`src/atc2_pkg.sv`:
```
// Shared constants and types for the converter's second configuration block.
package atc2_pkg;

    // Register byte offsets on the peripheral bus.
    localparam int unsigned     ADDR_W           = 12;
    localparam logic [11:0]     OFS_CONFIG_ONE   = 12'h000;
    localparam logic [11:0]     OFS_CONFIG_TWO   = 12'h004;
    localparam logic [11:0]     OFS_CONTROL      = 12'h008;
    localparam logic [11:0]     OFS_STATUS       = 12'h00C;
    localparam logic [31:0]     RESET_WORD       = 32'h0000_0000;

    // Field positions in config_one.
    localparam int unsigned     C1_LSMP_BIT      = 4;
    localparam int unsigned     C1_ICLK_LSB      = 0;

    // Field positions in config_two.
    localparam int unsigned     C2_SET_BIT       = 4;
    localparam int unsigned     C2_FORCE_BIT     = 3;
    localparam int unsigned     C2_HSC_BIT       = 2;
    localparam int unsigned     C2_EXT_LSB       = 0;

    // Field positions in control and status.
    localparam int unsigned     CT_START_BIT     = 0;
    localparam int unsigned     CT_CONT_BIT      = 1;
    localparam int unsigned     CT_ABORT_BIT     = 2;
    localparam int unsigned     ST_BUSY_BIT      = 0;
    localparam int unsigned     ST_SAMPLE_BIT    = 1;
    localparam int unsigned     ST_ARUN_BIT      = 2;
    localparam int unsigned     ST_ARDY_BIT      = 3;
    localparam int unsigned     ST_DONE_BIT      = 4;

    // Sample and conversion phase lengths, in conversion-clock cycles.
    localparam logic [7:0]      SAMPLE_BASE      = 8'h04;
    localparam logic [7:0]      EXTRA_CODE0      = 8'h14;
    localparam logic [7:0]      EXTRA_CODE1      = 8'h0C;
    localparam logic [7:0]      EXTRA_CODE2      = 8'h06;
    localparam logic [7:0]      EXTRA_CODE3      = 8'h02;
    localparam logic [7:0]      HSC_EXTRA        = 8'h02;

    // Conversion clock sources.
    typedef enum logic [1:0] {
        ICLK_BUS      = 2'h0,
        ICLK_BUS_DIV2 = 2'h1,
        ICLK_ALT      = 2'h2,
        ICLK_ASYNC    = 2'h3
    } atc2_iclk_t;

    // Conversion sequencer states.
    typedef enum logic [2:0] {
        ST_IDLE    = 3'h1,
        ST_SAMPLE  = 3'h2,
        ST_CONVERT = 3'h4
    } atc2_state_t;

endpackage

```
`src/atc2_async_osc.sv`:
```
// Asynchronous conversion clock source with startup delay.
`timescale 1ns/1ps
`default_nettype none
module atc2_async_osc #(
    parameter int unsigned STARTUP_CYCLES = 8,
    parameter int unsigned HALF_CYCLES    = 2
) (
    // Clock and reset.
    input  wire logic  pclk,
    input  wire logic  presetn,
    input  wire logic  ce,
    // Control.
    input  wire logic  run,
    // Clock outputs.
    output logic       level,
    output logic       tick,
    output logic       ready
);
    typedef struct packed {
        logic [15:0] cnt;
        logic        ready;
        logic        level;
        logic        tick;
    } atc2_osc_t;

    atc2_osc_t r;
    atc2_osc_t nxt;

    always_comb
    begin
        nxt = r;
        nxt.tick = 1'b0;
        if (!run)
        begin
            // A stopped source pays the startup delay again next time.
            nxt = '0;
        end
        else if (!r.ready)
        begin
            if (r.cnt == 16'(STARTUP_CYCLES - 1))
            begin
                nxt.ready = 1'b1;
                nxt.cnt = '0;
            end
            else
                nxt.cnt = r.cnt + 16'h0001;
        end
        else if (r.cnt == 16'(HALF_CYCLES - 1))
        begin
            nxt.cnt = '0;
            nxt.level = ~r.level;
            nxt.tick = ~r.level;
        end
        else
            nxt.cnt = r.cnt + 16'h0001;
    end

    always_ff @(posedge pclk or negedge presetn)
    begin
        if (!presetn)
            r <= '0;
        else if (ce)
            r <= nxt;
    end

    assign level = r.level;
    assign tick  = r.tick;
    assign ready = r.ready;
endmodule
`default_nettype wire

```
`src/atc2_tick_gen.sv`:
```
// Conversion clock enable generator for the selected input clock.
`timescale 1ns/1ps
`default_nettype none
module atc2_tick_gen (
    // Clock and reset.
    input  wire logic        pclk,
    input  wire logic        presetn,
    input  wire logic        ce,
    // Source selection.
    input  wire logic [1:0]  sel,
    input  wire logic        enable,
    input  wire logic        alt_clock_in,
    input  wire logic        async_tick,
    // Conversion clock enable.
    output logic             tick
);
    typedef struct packed {
        logic alt_s1;
        logic alt_s2;
        logic alt_prev;
        logic div;
        logic tick;
    } atc2_tick_t;

    atc2_tick_t r;
    atc2_tick_t nxt;

    always_comb
    begin
        nxt = r;
        nxt.alt_s1 = alt_clock_in;
        nxt.alt_s2 = r.alt_s1;
        nxt.alt_prev = r.alt_s2;
        nxt.div = enable & ~r.div;
        unique case (atc2_pkg::atc2_iclk_t'(sel))
            atc2_pkg::ICLK_BUS:      nxt.tick = enable;
            atc2_pkg::ICLK_BUS_DIV2: nxt.tick = enable & r.div;
            atc2_pkg::ICLK_ALT:      nxt.tick = enable & r.alt_s2 & ~r.alt_prev;
            atc2_pkg::ICLK_ASYNC:    nxt.tick = enable & async_tick;
        endcase
    end

    always_ff @(posedge pclk or negedge presetn)
    begin
        if (!presetn)
            r <= '0;
        else if (ce)
            r <= nxt;
    end

    assign tick = r.tick;
endmodule
`default_nettype wire

```
`src/atc2_top.sv`:
```
// Second configuration register with its conversion timing sequencer.
//
// Functional notes
// - Bits 31..5 of config_two read zero; writes there are ignored.
// - Bit 4 selects channel set a (0) or channel set b (1).
// - Force bit 3 keeps async clock running and exported always.
// - Force clear: no clock output; async runs only when converting from it.
// - Forced async clock stays usable while idle or on another source.
// - Forced running clock lets conversion start without startup delay.
// - High-speed bit 2 adds 2 conversion-clock cycles per conversion.
// - Extension field applies only with long sample mode, else short.
// - Code 00 adds 20 cycles, sampling 24 cycles in total.
// - Code 01 adds 12 cycles, sampling 16 cycles in total.
// - Code 10 adds 6 (total 10); code 11 adds 2 (total 6).
// - Unforced async source starts at conversion, stops at end.
// - Conversion clock: bus, bus/2, alternate input, or async source.
//
// Decided for this implementation: the register offsets and the APB interface to the registers.
`timescale 1ns/1ps
`default_nettype none
module atc2_top #(
    parameter int unsigned CONV_CYCLES   = 16,
    parameter int unsigned ASYNC_STARTUP = 8,
    parameter int unsigned ASYNC_HALF    = 2
) (
    // Clock, reset and enable.
    input  wire logic        pclk,
    input  wire logic        presetn,
    input  wire logic        ce,
    // APB slave.
    input  wire logic        psel,
    input  wire logic        penable,
    input  wire logic        pwrite,
    input  wire logic [11:0] paddr,
    input  wire logic [31:0] pwdata,
    input  wire logic [3:0]  pstrb,
    output logic      [31:0] prdata,
    output logic             pready,
    output logic             pslverr,
    // Alternate clock pin.
    input  wire logic        alt_clock_in,
    // Converter side.
    output logic             alt_channel_set_select,
    output logic             async_clock_out,
    output logic             conversion_active,
    output logic             sample_active,
    output logic             conversion_done
);
    typedef struct packed {
        logic                   long_sample_mode;
        logic [1:0]             input_clock_select;
        logic                   set_sel;
        logic                   force_en;
        logic                   hsc;
        logic [1:0]             ext_sel;
        logic                   continuous;
        atc2_pkg::atc2_state_t  state;
        logic [7:0]             cnt;
        logic                   lat_set;
        logic                   lat_hsc;
        logic                   lat_long;
        logic [1:0]             lat_ext;
        logic [1:0]             lat_iclk;
        logic                   done_flag;
        logic                   done_pulse;
        logic [31:0]            prdata;
        logic                   pready;
        logic                   pslverr;
        logic                   async_out;
        logic                   active;
        logic                   sampling;
    } atc2_top_t;

    atc2_top_t r;
    atc2_top_t nxt;

    logic        busy;
    logic        async_run;
    logic        async_level;
    logic        async_tick;
    logic        async_ready;
    logic        ctick;
    logic [31:0] rd;
    logic        hit;
    logic        setup;
    logic        wr;
    logic        start;
    logic        abort;
    logic        done_evt;
    logic        done_clr;
    logic [7:0]  samp_len;
    logic [7:0]  conv_len;

    // Sample length in conversion-clock cycles for one setting.
    function automatic logic [7:0] sample_cycles(
        input logic       lng,
        input logic [1:0] ext
    );
        logic [7:0] extra;
        extra = atc2_pkg::EXTRA_CODE0;
        unique case (ext)
            2'h0: extra = atc2_pkg::EXTRA_CODE0;
            2'h1: extra = atc2_pkg::EXTRA_CODE1;
            2'h2: extra = atc2_pkg::EXTRA_CODE2;
            2'h3: extra = atc2_pkg::EXTRA_CODE3;
        endcase
        return lng ? atc2_pkg::SAMPLE_BASE + extra : atc2_pkg::SAMPLE_BASE;
    endfunction

    assign busy = (r.state != atc2_pkg::ST_IDLE);

    assign async_run = r.force_en |
        (busy & (r.lat_iclk == atc2_pkg::ICLK_ASYNC));

    atc2_async_osc #(
        .STARTUP_CYCLES (ASYNC_STARTUP),
        .HALF_CYCLES    (ASYNC_HALF)
    ) u_osc (
        .pclk    (pclk),
        .presetn (presetn),
        .ce      (ce),
        .run     (async_run),
        .level   (async_level),
        .tick    (async_tick),
        .ready   (async_ready)
    );

    // ticks flow at once when the source already runs
    atc2_tick_gen u_tick (
        .pclk         (pclk),
        .presetn      (presetn),
        .ce           (ce),
        .sel          (r.lat_iclk),
        .enable       (busy),
        .alt_clock_in (alt_clock_in),
        .async_tick   (async_tick),
        .tick         (ctick)
    );

    always_comb
    begin
        nxt = r;
        rd = '0;
        setup = psel & ~penable;
        hit = (paddr[1:0] == 2'h0) &&
              ((paddr == atc2_pkg::OFS_CONFIG_ONE) ||
               (paddr == atc2_pkg::OFS_CONFIG_TWO) ||
               (paddr == atc2_pkg::OFS_CONTROL) ||
               (paddr == atc2_pkg::OFS_STATUS));
        wr = psel & penable & r.pready & pwrite & ~r.pslverr & pstrb[0];

        // Read data is captured in the setup cycle.
        unique case (paddr)
            atc2_pkg::OFS_CONFIG_ONE:
            begin
                rd[atc2_pkg::C1_LSMP_BIT] = r.long_sample_mode;
                rd[atc2_pkg::C1_ICLK_LSB +: 2] = r.input_clock_select;
            end
            atc2_pkg::OFS_CONFIG_TWO:
            begin
                rd[atc2_pkg::C2_SET_BIT] = r.set_sel;
                rd[atc2_pkg::C2_FORCE_BIT] = r.force_en;
                rd[atc2_pkg::C2_HSC_BIT] = r.hsc;
                rd[atc2_pkg::C2_EXT_LSB +: 2] = r.ext_sel;
            end
            atc2_pkg::OFS_CONTROL:
            begin
                rd[atc2_pkg::CT_CONT_BIT] = r.continuous;
            end
            atc2_pkg::OFS_STATUS:
            begin
                rd[atc2_pkg::ST_BUSY_BIT] = busy;
                rd[atc2_pkg::ST_SAMPLE_BIT] = (r.state == atc2_pkg::ST_SAMPLE);
                rd[atc2_pkg::ST_ARUN_BIT] = async_run;
                rd[atc2_pkg::ST_ARDY_BIT] = async_ready;
                rd[atc2_pkg::ST_DONE_BIT] = r.done_flag;
            end
            default: rd = '0;
        endcase

        nxt.pready = setup;
        nxt.pslverr = setup & ~hit;
        nxt.prdata = (setup & hit & ~pwrite) ? rd : '0;

        start = 1'b0;
        abort = 1'b0;
        done_clr = 1'b0;
        if (wr)
        begin
            unique case (paddr)
                atc2_pkg::OFS_CONFIG_ONE:
                begin
                    nxt.long_sample_mode = pwdata[atc2_pkg::C1_LSMP_BIT];
                    nxt.input_clock_select =
                        pwdata[atc2_pkg::C1_ICLK_LSB +: 2];
                end
                atc2_pkg::OFS_CONFIG_TWO:
                begin
                    nxt.set_sel = pwdata[atc2_pkg::C2_SET_BIT];
                    nxt.force_en = pwdata[atc2_pkg::C2_FORCE_BIT];
                    nxt.hsc = pwdata[atc2_pkg::C2_HSC_BIT];
                    nxt.ext_sel = pwdata[atc2_pkg::C2_EXT_LSB +: 2];
                end
                atc2_pkg::OFS_CONTROL:
                begin
                    nxt.continuous = pwdata[atc2_pkg::CT_CONT_BIT];
                    start = pwdata[atc2_pkg::CT_START_BIT];
                    abort = pwdata[atc2_pkg::CT_ABORT_BIT];
                end
                atc2_pkg::OFS_STATUS:
                begin
                    done_clr = pwdata[atc2_pkg::ST_DONE_BIT];
                end
                default: done_clr = 1'b0;
            endcase
        end

        samp_len = sample_cycles(r.lat_long, r.lat_ext);
        conv_len = 8'(CONV_CYCLES) +
            (r.lat_hsc ? atc2_pkg::HSC_EXTRA : 8'h00);

        done_evt = 1'b0;
        unique case (r.state)
            atc2_pkg::ST_IDLE:
            begin
                if (start && !abort)
                begin
                    nxt.state = atc2_pkg::ST_SAMPLE;
                    nxt.cnt = '0;
                end
            end
            atc2_pkg::ST_SAMPLE:
            begin
                if (ctick)
                begin
                    if (r.cnt == samp_len - 8'h01)
                    begin
                        nxt.state = atc2_pkg::ST_CONVERT;
                        nxt.cnt = '0;
                    end
                    else
                        nxt.cnt = r.cnt + 8'h01;
                end
            end
            atc2_pkg::ST_CONVERT:
            begin
                if (ctick)
                begin
                    if (r.cnt == conv_len - 8'h01)
                    begin
                        done_evt = 1'b1;
                        nxt.cnt = '0;
                        nxt.state = r.continuous ?
                            atc2_pkg::ST_SAMPLE : atc2_pkg::ST_IDLE;
                    end
                    else
                        nxt.cnt = r.cnt + 8'h01;
                end
            end
            default:
            begin
                nxt.state = atc2_pkg::ST_IDLE;
                nxt.cnt = '0;
            end
        endcase

        if (abort)
        begin
            nxt.state = atc2_pkg::ST_IDLE;
            nxt.cnt = '0;
        end

        // settings latched only when a conversion begins
        if (nxt.state == atc2_pkg::ST_SAMPLE && nxt.cnt == 8'h00 &&
            (r.state == atc2_pkg::ST_IDLE || done_evt))
        begin
            nxt.lat_set = r.set_sel;
            nxt.lat_hsc = r.hsc;
            nxt.lat_long = r.long_sample_mode;
            nxt.lat_ext = r.ext_sel;
            if (r.state == atc2_pkg::ST_IDLE)
                nxt.lat_iclk = r.input_clock_select;
        end

        // A completion in the clearing cycle keeps the flag set.
        nxt.done_flag = (r.done_flag & ~done_clr) | done_evt;
        nxt.done_pulse = done_evt;
        nxt.async_out = r.force_en & async_level;
        nxt.active = (nxt.state != atc2_pkg::ST_IDLE);
        nxt.sampling = (nxt.state == atc2_pkg::ST_SAMPLE);
    end

    always_ff @(posedge pclk or negedge presetn)
    begin
        if (!presetn)
        begin
            r <= '0;
            r.state <= atc2_pkg::ST_IDLE;
        end
        else if (ce)
            r <= nxt;
    end

    assign prdata = r.prdata;
    assign pready = r.pready;
    assign pslverr = r.pslverr;
    assign alt_channel_set_select = r.lat_set;
    assign async_clock_out = r.async_out;
    assign conversion_active = r.active;
    assign sample_active = r.sampling;
    assign conversion_done = r.done_pulse;
endmodule
`default_nettype wire

```
`config.mk`:
```
export PLATFORM = sky130hd
export DESIGN_NAME = atc2_top
export DESIGN_NICKNAME = d
export VERILOG_FILES = /design/src/atc2_pkg.sv /design/src/atc2_async_osc.sv /design/src/atc2_tick_gen.sv /design/src/atc2_top.sv
export SDC_FILE = /design/constraint.sdc
export NUM_CORES = 1
export LEC_CHECK = 0
export ABC_AREA = 0
export BUFFER_PORTS_ARGS = -buffer_cell sky130_fd_sc_hd__buf_4
export CAP_MARGIN = 20
export CORE_MARGIN = 3
export CORE_UTILIZATION = 35
export CTS_CLUSTER_DIAMETER = 100
export DETAILED_ROUTE_END_ITERATION = 6
export PLACE_DENSITY = 0.62
export SYNTH_ARGS = -nofsm -noshare
export SYNTH_HDL_FRONTEND = slang
export SYNTH_HIERARCHICAL = 1
export SYNTH_SLANG_ARGS = --single-unit
```
`constraint.sdc`:
```
create_clock -name pclk -period 3.3 [get_ports pclk]
set_input_delay 0.495 -clock pclk [delete_from_list [all_inputs] [get_ports pclk]]
set_output_delay 0.495 -clock pclk [all_outputs]
set_load 0.05 [all_outputs]
```
# Word-level counts from Yosys, hierarchy flattened
# Index checks and enable logic that the tools add are counted.
totals:
  register_bits: 90
  in_bits: 55
  output_inout_bits: 39
  word_cells: 141
op_classes:
  addsub: 6
  n_eq_ne: 21
  muxes: 36
  bitwise: 27
  n_reduce_logical: 20
op_table:
  columns: ["operator", "n"]
  rows:
  - ["16-bit 2-to-1 mux", 3]
  - ["11-bit 2-to-1 mux", 4]
  - ["11-bit case mux with 3 select lines", 1]
  - ["8-bit case mux with 4 select lines", 1]
  - ["12-bit by 4-bit equality test with 1-bit output, second input constant", 2]
  - ["8-bit 2-to-1 mux", 3]
  - ["19-bit 2-to-1 mux", 1]
  - ["1-bit AND", 17]
  - ["16-bit by 1-bit adder with 16-bit output, second input constant", 1]
  - ["16-bit by 1-bit equality test with 1-bit output, second input constant", 1]
  - ["16-bit by 3-bit equality test with 1-bit output, second input constant", 1]
  - ["8-bit equality test", 2]
  - ["3-bit AND reduction", 5]
  - ["12-bit by 3-bit equality test with 1-bit output, second input constant", 1]
  - ["12-bit logical NOT", 1]
  - ["1-bit 2-to-1 mux", 11]
  - ["3-bit by 8-bit adder with 8-bit output, first input constant", 1]
  - ["8-bit by 1-bit adder with 8-bit output, second input constant", 1]
  - ["2-bit equality test, second input constant", 4]
  - ["8-bit logical NOT", 1]
  - ["2-bit 2-to-1 mux", 4]
  - ["1-bit inverter", 8]
  - ["1-bit case mux with 4 select lines", 2]
  - ["8-bit by 1-bit subtractor with 8-bit output, second input constant", 1]
  - ["18 further kinds", 33]

# Logic depth before layout (Yosys ltp)
logic_depth:
  word_depth: 15
  mapped_depth: 8
  ltp_nobuf: 8

# Cells and area by module
# Netlist, hierarchy kept.
by_module_without_submodules:
  columns: ["module", "instances", "cells_each", "area_per_inst_um2", "seq_area_each_um2"]
  rows:
  - ["atc2_top", 1, 267, 2583.7, 977.2]
  - ["atc2_async_osc", 1, 110, 1027.2, 475.5]
  - ["atc2_tick_gen", 1, 17, 216.5, 125.1]

# Worst setup path before layout
# No wires, ideal clock.
synth_timing:
  path_type: "register -> register"
  start: "register r[42] in the netlist's numbering"
  end: "register r[39] in the netlist's numbering"
  setup_ns: 0.127
  arrival_ns: 2.386
  required_time_ns: 3.173
  path_slack_ns: 0.787
  stages_incl_launch_ff: 9
  n_path_buf: 0
  period_less_slack_ns: 2.513
  path_cell_list: "dfrtp_1 -> a21boi_0 -> ha_1 -> or3b_1 -> a22oi_2 -> a211oi_4 -> o211a_2 -> a2111o_1 -> mux2_1"
synth_between:
  elab_chain_cells: 14
  elab_cells_between_ends: 19
  classes_between: "2 x add/sub; 5 x eq/ne; 7 x mux; 5 x reduce/logical"
synth_rtl:
  columns: ["element", "line", "rtl"]
  rows:
  - ["start, declared", "atc2_top.sv:74", "atc2_top_t r;"]
  - ["start signal, assigned", "atc2_top.sv:301", "r <= nxt;"]
  - ["2-bit equality test (tied with other cells)", "atc2_top.sv:101", "unique case (ext)"]
  - ["8-bit case mux with 4 select lines *", "atc2_top.sv:101", null]
  - ["3-bit by 8-bit adder with 8-bit output *", "atc2_top.sv:107", "return lng ? atc2_pkg::SAMPLE_BASE + extra : atc2_pkg::SAMPLE_BASE;"]
  - ["8-bit 2-to-1 mux *", "atc2_top.sv:107", null]
  - ["8-bit by 1-bit subtractor with 8-bit output *", "atc2_top.sv:236", "if (r.cnt == samp_len - 8'h01)"]
  - ["8-bit equality test *", "atc2_top.sv:236", null]
  - ["8-bit 2-to-1 mux / 3-bit 2-to-1 mux (equally long branches)", "atc2_top.sv:236", null]
  - ["11-bit 2-to-1 mux *", "atc2_top.sv:234", "if (ctick)"]
  - ["11-bit case mux with 3 select lines *", "atc2_top.sv:223", "unique case (r.state)"]
  - ["11-bit 2-to-1 mux *", "atc2_top.sv:267", "if (abort)"]
  - ["8-bit logical NOT / 3-bit by 2-bit equality test with 1-bit output (equally long branches)", "atc2_top.sv:274", "if (nxt.state == atc2_pkg::ST_SAMPLE && nxt.cnt == 8'h00 &&"]
  - ["1-bit logical AND * (2 in a row)", "atc2_top.sv:274", null]
  - ["3-bit AND reduction (no line) *", null, null]
# Mark *: on every way between the ends. The rest lies on a longest branch, timed or not. The select of a mux whose other input is x is not followed.
# A chain may end at the register's enable or synchronous reset.

# Final worst setup path
layout_timing:
  start: "register r[43] in the netlist's numbering"
  end: "register r[40] in the netlist's numbering"
layout_between:
  elab_chain_cells: 11
  elab_cells_between_ends: 13
  classes_between: "1 x add/sub; 2 x eq/ne; 6 x mux; 4 x reduce/logical"
layout_rtl:
  columns: ["element", "line"]
  rows:
  - ["8-bit 2-to-1 mux *", "atc2_top.sv:107"]
  - ["8-bit by 1-bit subtractor with 8-bit output *", "atc2_top.sv:236"]
  - ["8-bit equality test *", "atc2_top.sv:236"]
  - ["8-bit 2-to-1 mux / 3-bit 2-to-1 mux (equally long branches)", "atc2_top.sv:236"]
  - ["11-bit 2-to-1 mux *", "atc2_top.sv:234"]
  - ["11-bit case mux with 3 select lines *", "atc2_top.sv:223"]
  - ["11-bit 2-to-1 mux *", "atc2_top.sv:267"]
  - ["8-bit logical NOT / 3-bit by 2-bit equality test with 1-bit output (equally long branches)", "atc2_top.sv:274"]
  - ["1-bit logical AND * (2 in a row)", "atc2_top.sv:274"]
  - ["3-bit AND reduction (no line) *", null]
# Mark *: on every way between the ends. The rest lies on a longest branch, timed or not.

==> impl_metrics.py <==
metrics = {
    "global_route": {
        "grt-ovfl-total": 0,
        "antenna_found_initial": 0,
        "grt_pass1_vias": 3006,
        "grt_pass1_wl_um": 14700,
        "grt_util_all_layers_pct": 14.4,
        "grt_start_max_net_pins": 64,
    },
    "clock_network": {
        "cts_htree_levels": 3,
        "clockBufferDepth": 2,
        "cts_post_setup_buffers_inserted": 0,
        "clkLatencyLatePin_ns": 0.33,
        "ctsResizeCount": 0,
        "cts_num_sinks": 63,
        "clkTransAtPathRegs_ns": 0.07,
        "numCtsBuffers": 9,
        "cts_hold_buf": 0,
        "cts_root_buffer": "clkbuf_8",
        "cts_tree": "yes",
    },
    "worst_setup_path": {
        "cp-start-kind": "flip-flop",
        "cp_max_fo": 8,
        "crit_arrival_ns": 2.99,
        "rrSetupSlack_ns": 0.53,
        "worstSetupPathType": "flip-flop to flip-flop",
        "cp.required_ns": 3.52,
        "cp-end-kind": "flip-flop",
    },
    "pwr": {
        "p_leak_nw": 1.89,
        "max-vdd-ir-drop_mv": 0.247,
        "p_switching_mw": 0.530,
        "cellPowerDensity_nw_per_um2": 437,
        "pwr-share-clk_pct": 40.1,
        "p_int_mw": 1.35,
        "pwr-share-seq_pct": 44.3,
        "swShare_pct": 28.1,
        "combinationalPowerShare_pct": 15.5,
    },
    "timing": {
        "tightest_slew_ns": 0.809,
        "skew_ns": 0.00817,
        "period_minus_slack_ns": 2.77,
        "rsz0062_at_grt": "no",
        "setup_viol": 0,
        "setup_ws_ns": 0.529,
        "slew_headroom_pct": 46.1,
        "fmax_mhz": 361,
        "slew_violations": 0,
        "fin_crit_sh_pct": 84.0,
        "final-hold-violation-count": 0,
        "finalSetupTns_ns": 0,
    },
    "yosys": {
        "mappedNetlistArea_um2": 3830,
        "synthArstFlopShare_pct": 100,
        "ys_types": 70,
        "syn_avg_cell_area_um2": 9.71,
        "syn_inst": 394,
        "ys_seq_area_share_pct": 41.2,
        "ys_ff_latch": 63,
        "synth_flop_cell": "dfrtp_1",
        "synth-edff-count": 0,
        "yosys_warnings": 6,
    },
    "route": {
        "wl_um": 8560,
        "antenna_left": 0,
        "dr.pass1.iters": 4,
        "routed_via_density": 5.27,
        "drc_errors": 0,
        "first_iter_violations": 176,
        "num_vias": 2991,
        "post_drt_wl_per_cell_um": 15.1,
    },
    "job": {
        "drv_cap": 0,
    },
    "floorplan": {
        "rows": 37,
        "ioPinCount": 94,
        "coreArea_um2": 10500,
        "die-area_um2": 12200,
        "dieWidth_um": 111,
        "die_height_um": 111,
        "initial_core_util_pct": 36.6,
    },
    "place": {
        "place_congestion": 0.850,
        "dp_hpwl_um": 6270,
        "io_buffers": 36,
        "pre_cts_slack_ns": 0.556,
    },
    "finish": {
        "synthToLayoutAreaGrowth_pct": 12.7,
        "layout_commonest_cell": "dfrtp_1",
        "final_nets": 486,
        "final_cell_mix": "dfrtp_1, buf_4, nor2_1, conb_1, nand2_1",
        "num_antenna_cells": 0,
        "drive_above_1_share_pct": 19.7,
    },
    "hold_path": {
        "hp-class": "input pin to async pin",
    },
    "run_status": {
        "status": "completed",
    },
}
[worst max-delay path: stages (launching register included)]
cell and delay [ns]:
dfrtp_1 0.47, a21boi_0 0.22, ha_1 0.28, xor2_1 0.11, or3_1 0.37, a211oi_4 0.45
o211a_2 0.27, a2111o_1 0.15, mux2_1 0.32
[synthesized netlist by cell type, types with 5 or more instances]
cell type,n,share of area [%]
clkbuf_1,6,0.59
nand2_1,25,2.5
and3_1,5,0.82
nor2b_1,6,0.98
nand2b_1,6,0.98
o21ai_0,21,2.7
mux2i_1,5,1.3
nor2_1,28,2.7
nand4_1,12,2.0
xor2_1,9,2.1
inv_1,22,2.2
mux2_1,7,2.1
o2bb2ai_1,5,1.1
mux2_2,14,4.1
nand3_1,23,3.0
dfrtp_1,62,41
buf_4,32,6.3
[kinds of logic (layout without fill, tap and decap cells)]
| family | count (synthesis) | after routing | share of synthesized area (%) |
|---|---|---|---|
| buffers and inverters | 68 | 80 | 10.3 |
| AOI/OAI and AO/OA | 76 | 76 | 15.2 |
| muxes | 28 | 28 | 8.66 |
| and+or+nand+nor | 141 | 141 | 20.2 |
| xor gates and xnor gates | 13 | 13 | 2.97 |
| adders and majority gates | 4 | 4 | 1.31 |
| DFF | 63 | 63 | 41.2 |
| other | 1 | 27 | 0.0980 |
[through the flow]
| step | hold WS [ns] | util (%) | cells | power, mW | instance area [um^2] |
|---|---|---|---|---|---|
| 2_1_floorplan | 0.199 | - | 420 | 1.07 | 3930 |
| 3_3_place_gp | 0.462 | 39.1 | 552 | 1.14 | 4090 |
| 3_5_place_dp | 0.466 | 39.1 | 552 | 1.14 | 4090 |
| 4_1_cts | 0.278 | 41.2 | 568 | 1.91 | 4310 |
| 5_1_grt | 0.308 | 41.2 | 568 | 1.98 | 4310 |
| 6_report | 0.224 | 41.2 | 568 | 1.88 | 4310 |
[flip-flops by register name (all words and copies together) (netlist names), 2 cells and up]
name and cells:
u_tick/nxt 2, r 27, prdata 5, u_osc/r 16
u_tick/r 2
[routing by layer]
metal	GRT usage (%)	share of wire, %
met1	17.3	42
met4	5.42	2.9
met5	0	0
met2	24.6	51
met3	3.56	4.6
[power by group through the flow]
stage	registers, mW	logic (mW)	clock network [mW]
2_1_floorplan	0.847	0.224	0
3_3_place_gp	0.847	0.289	0
3_5_place_dp	0.848	0.293	0
4_1_cts	0.834	0.293	0.780
5_1_grt	0.840	0.319	0.818
6_report	0.835	0.293	0.756
[final cells by class]
type	count	area, um^2
Fill cell	1040	6150
Multi-Input combinational cell	289	1950
Sequential cell	63	1580
Timing Repair Buffer	40	300
Tap cell	136	170
Clock buffer	13	159
Inverter	24	90.1
Clock inverter	3	65.1
[final timing paths]
check                      cells past startpoint             to         start
min reg2reg                                    1    u_tick/r[1]   u_tick/r[1]
max reg2reg                                    8          r[40]         r[43]
max in group asynchronous                      1    u_osc/r[13]       presetn
min in group pclk                              2  u_tick/nxt[3]  alt_clock_in
max                                            8          r[40]         r[43]
min                                            1  sample_active       presetn
No activity file was read; power rests on OpenSTA's default activity.
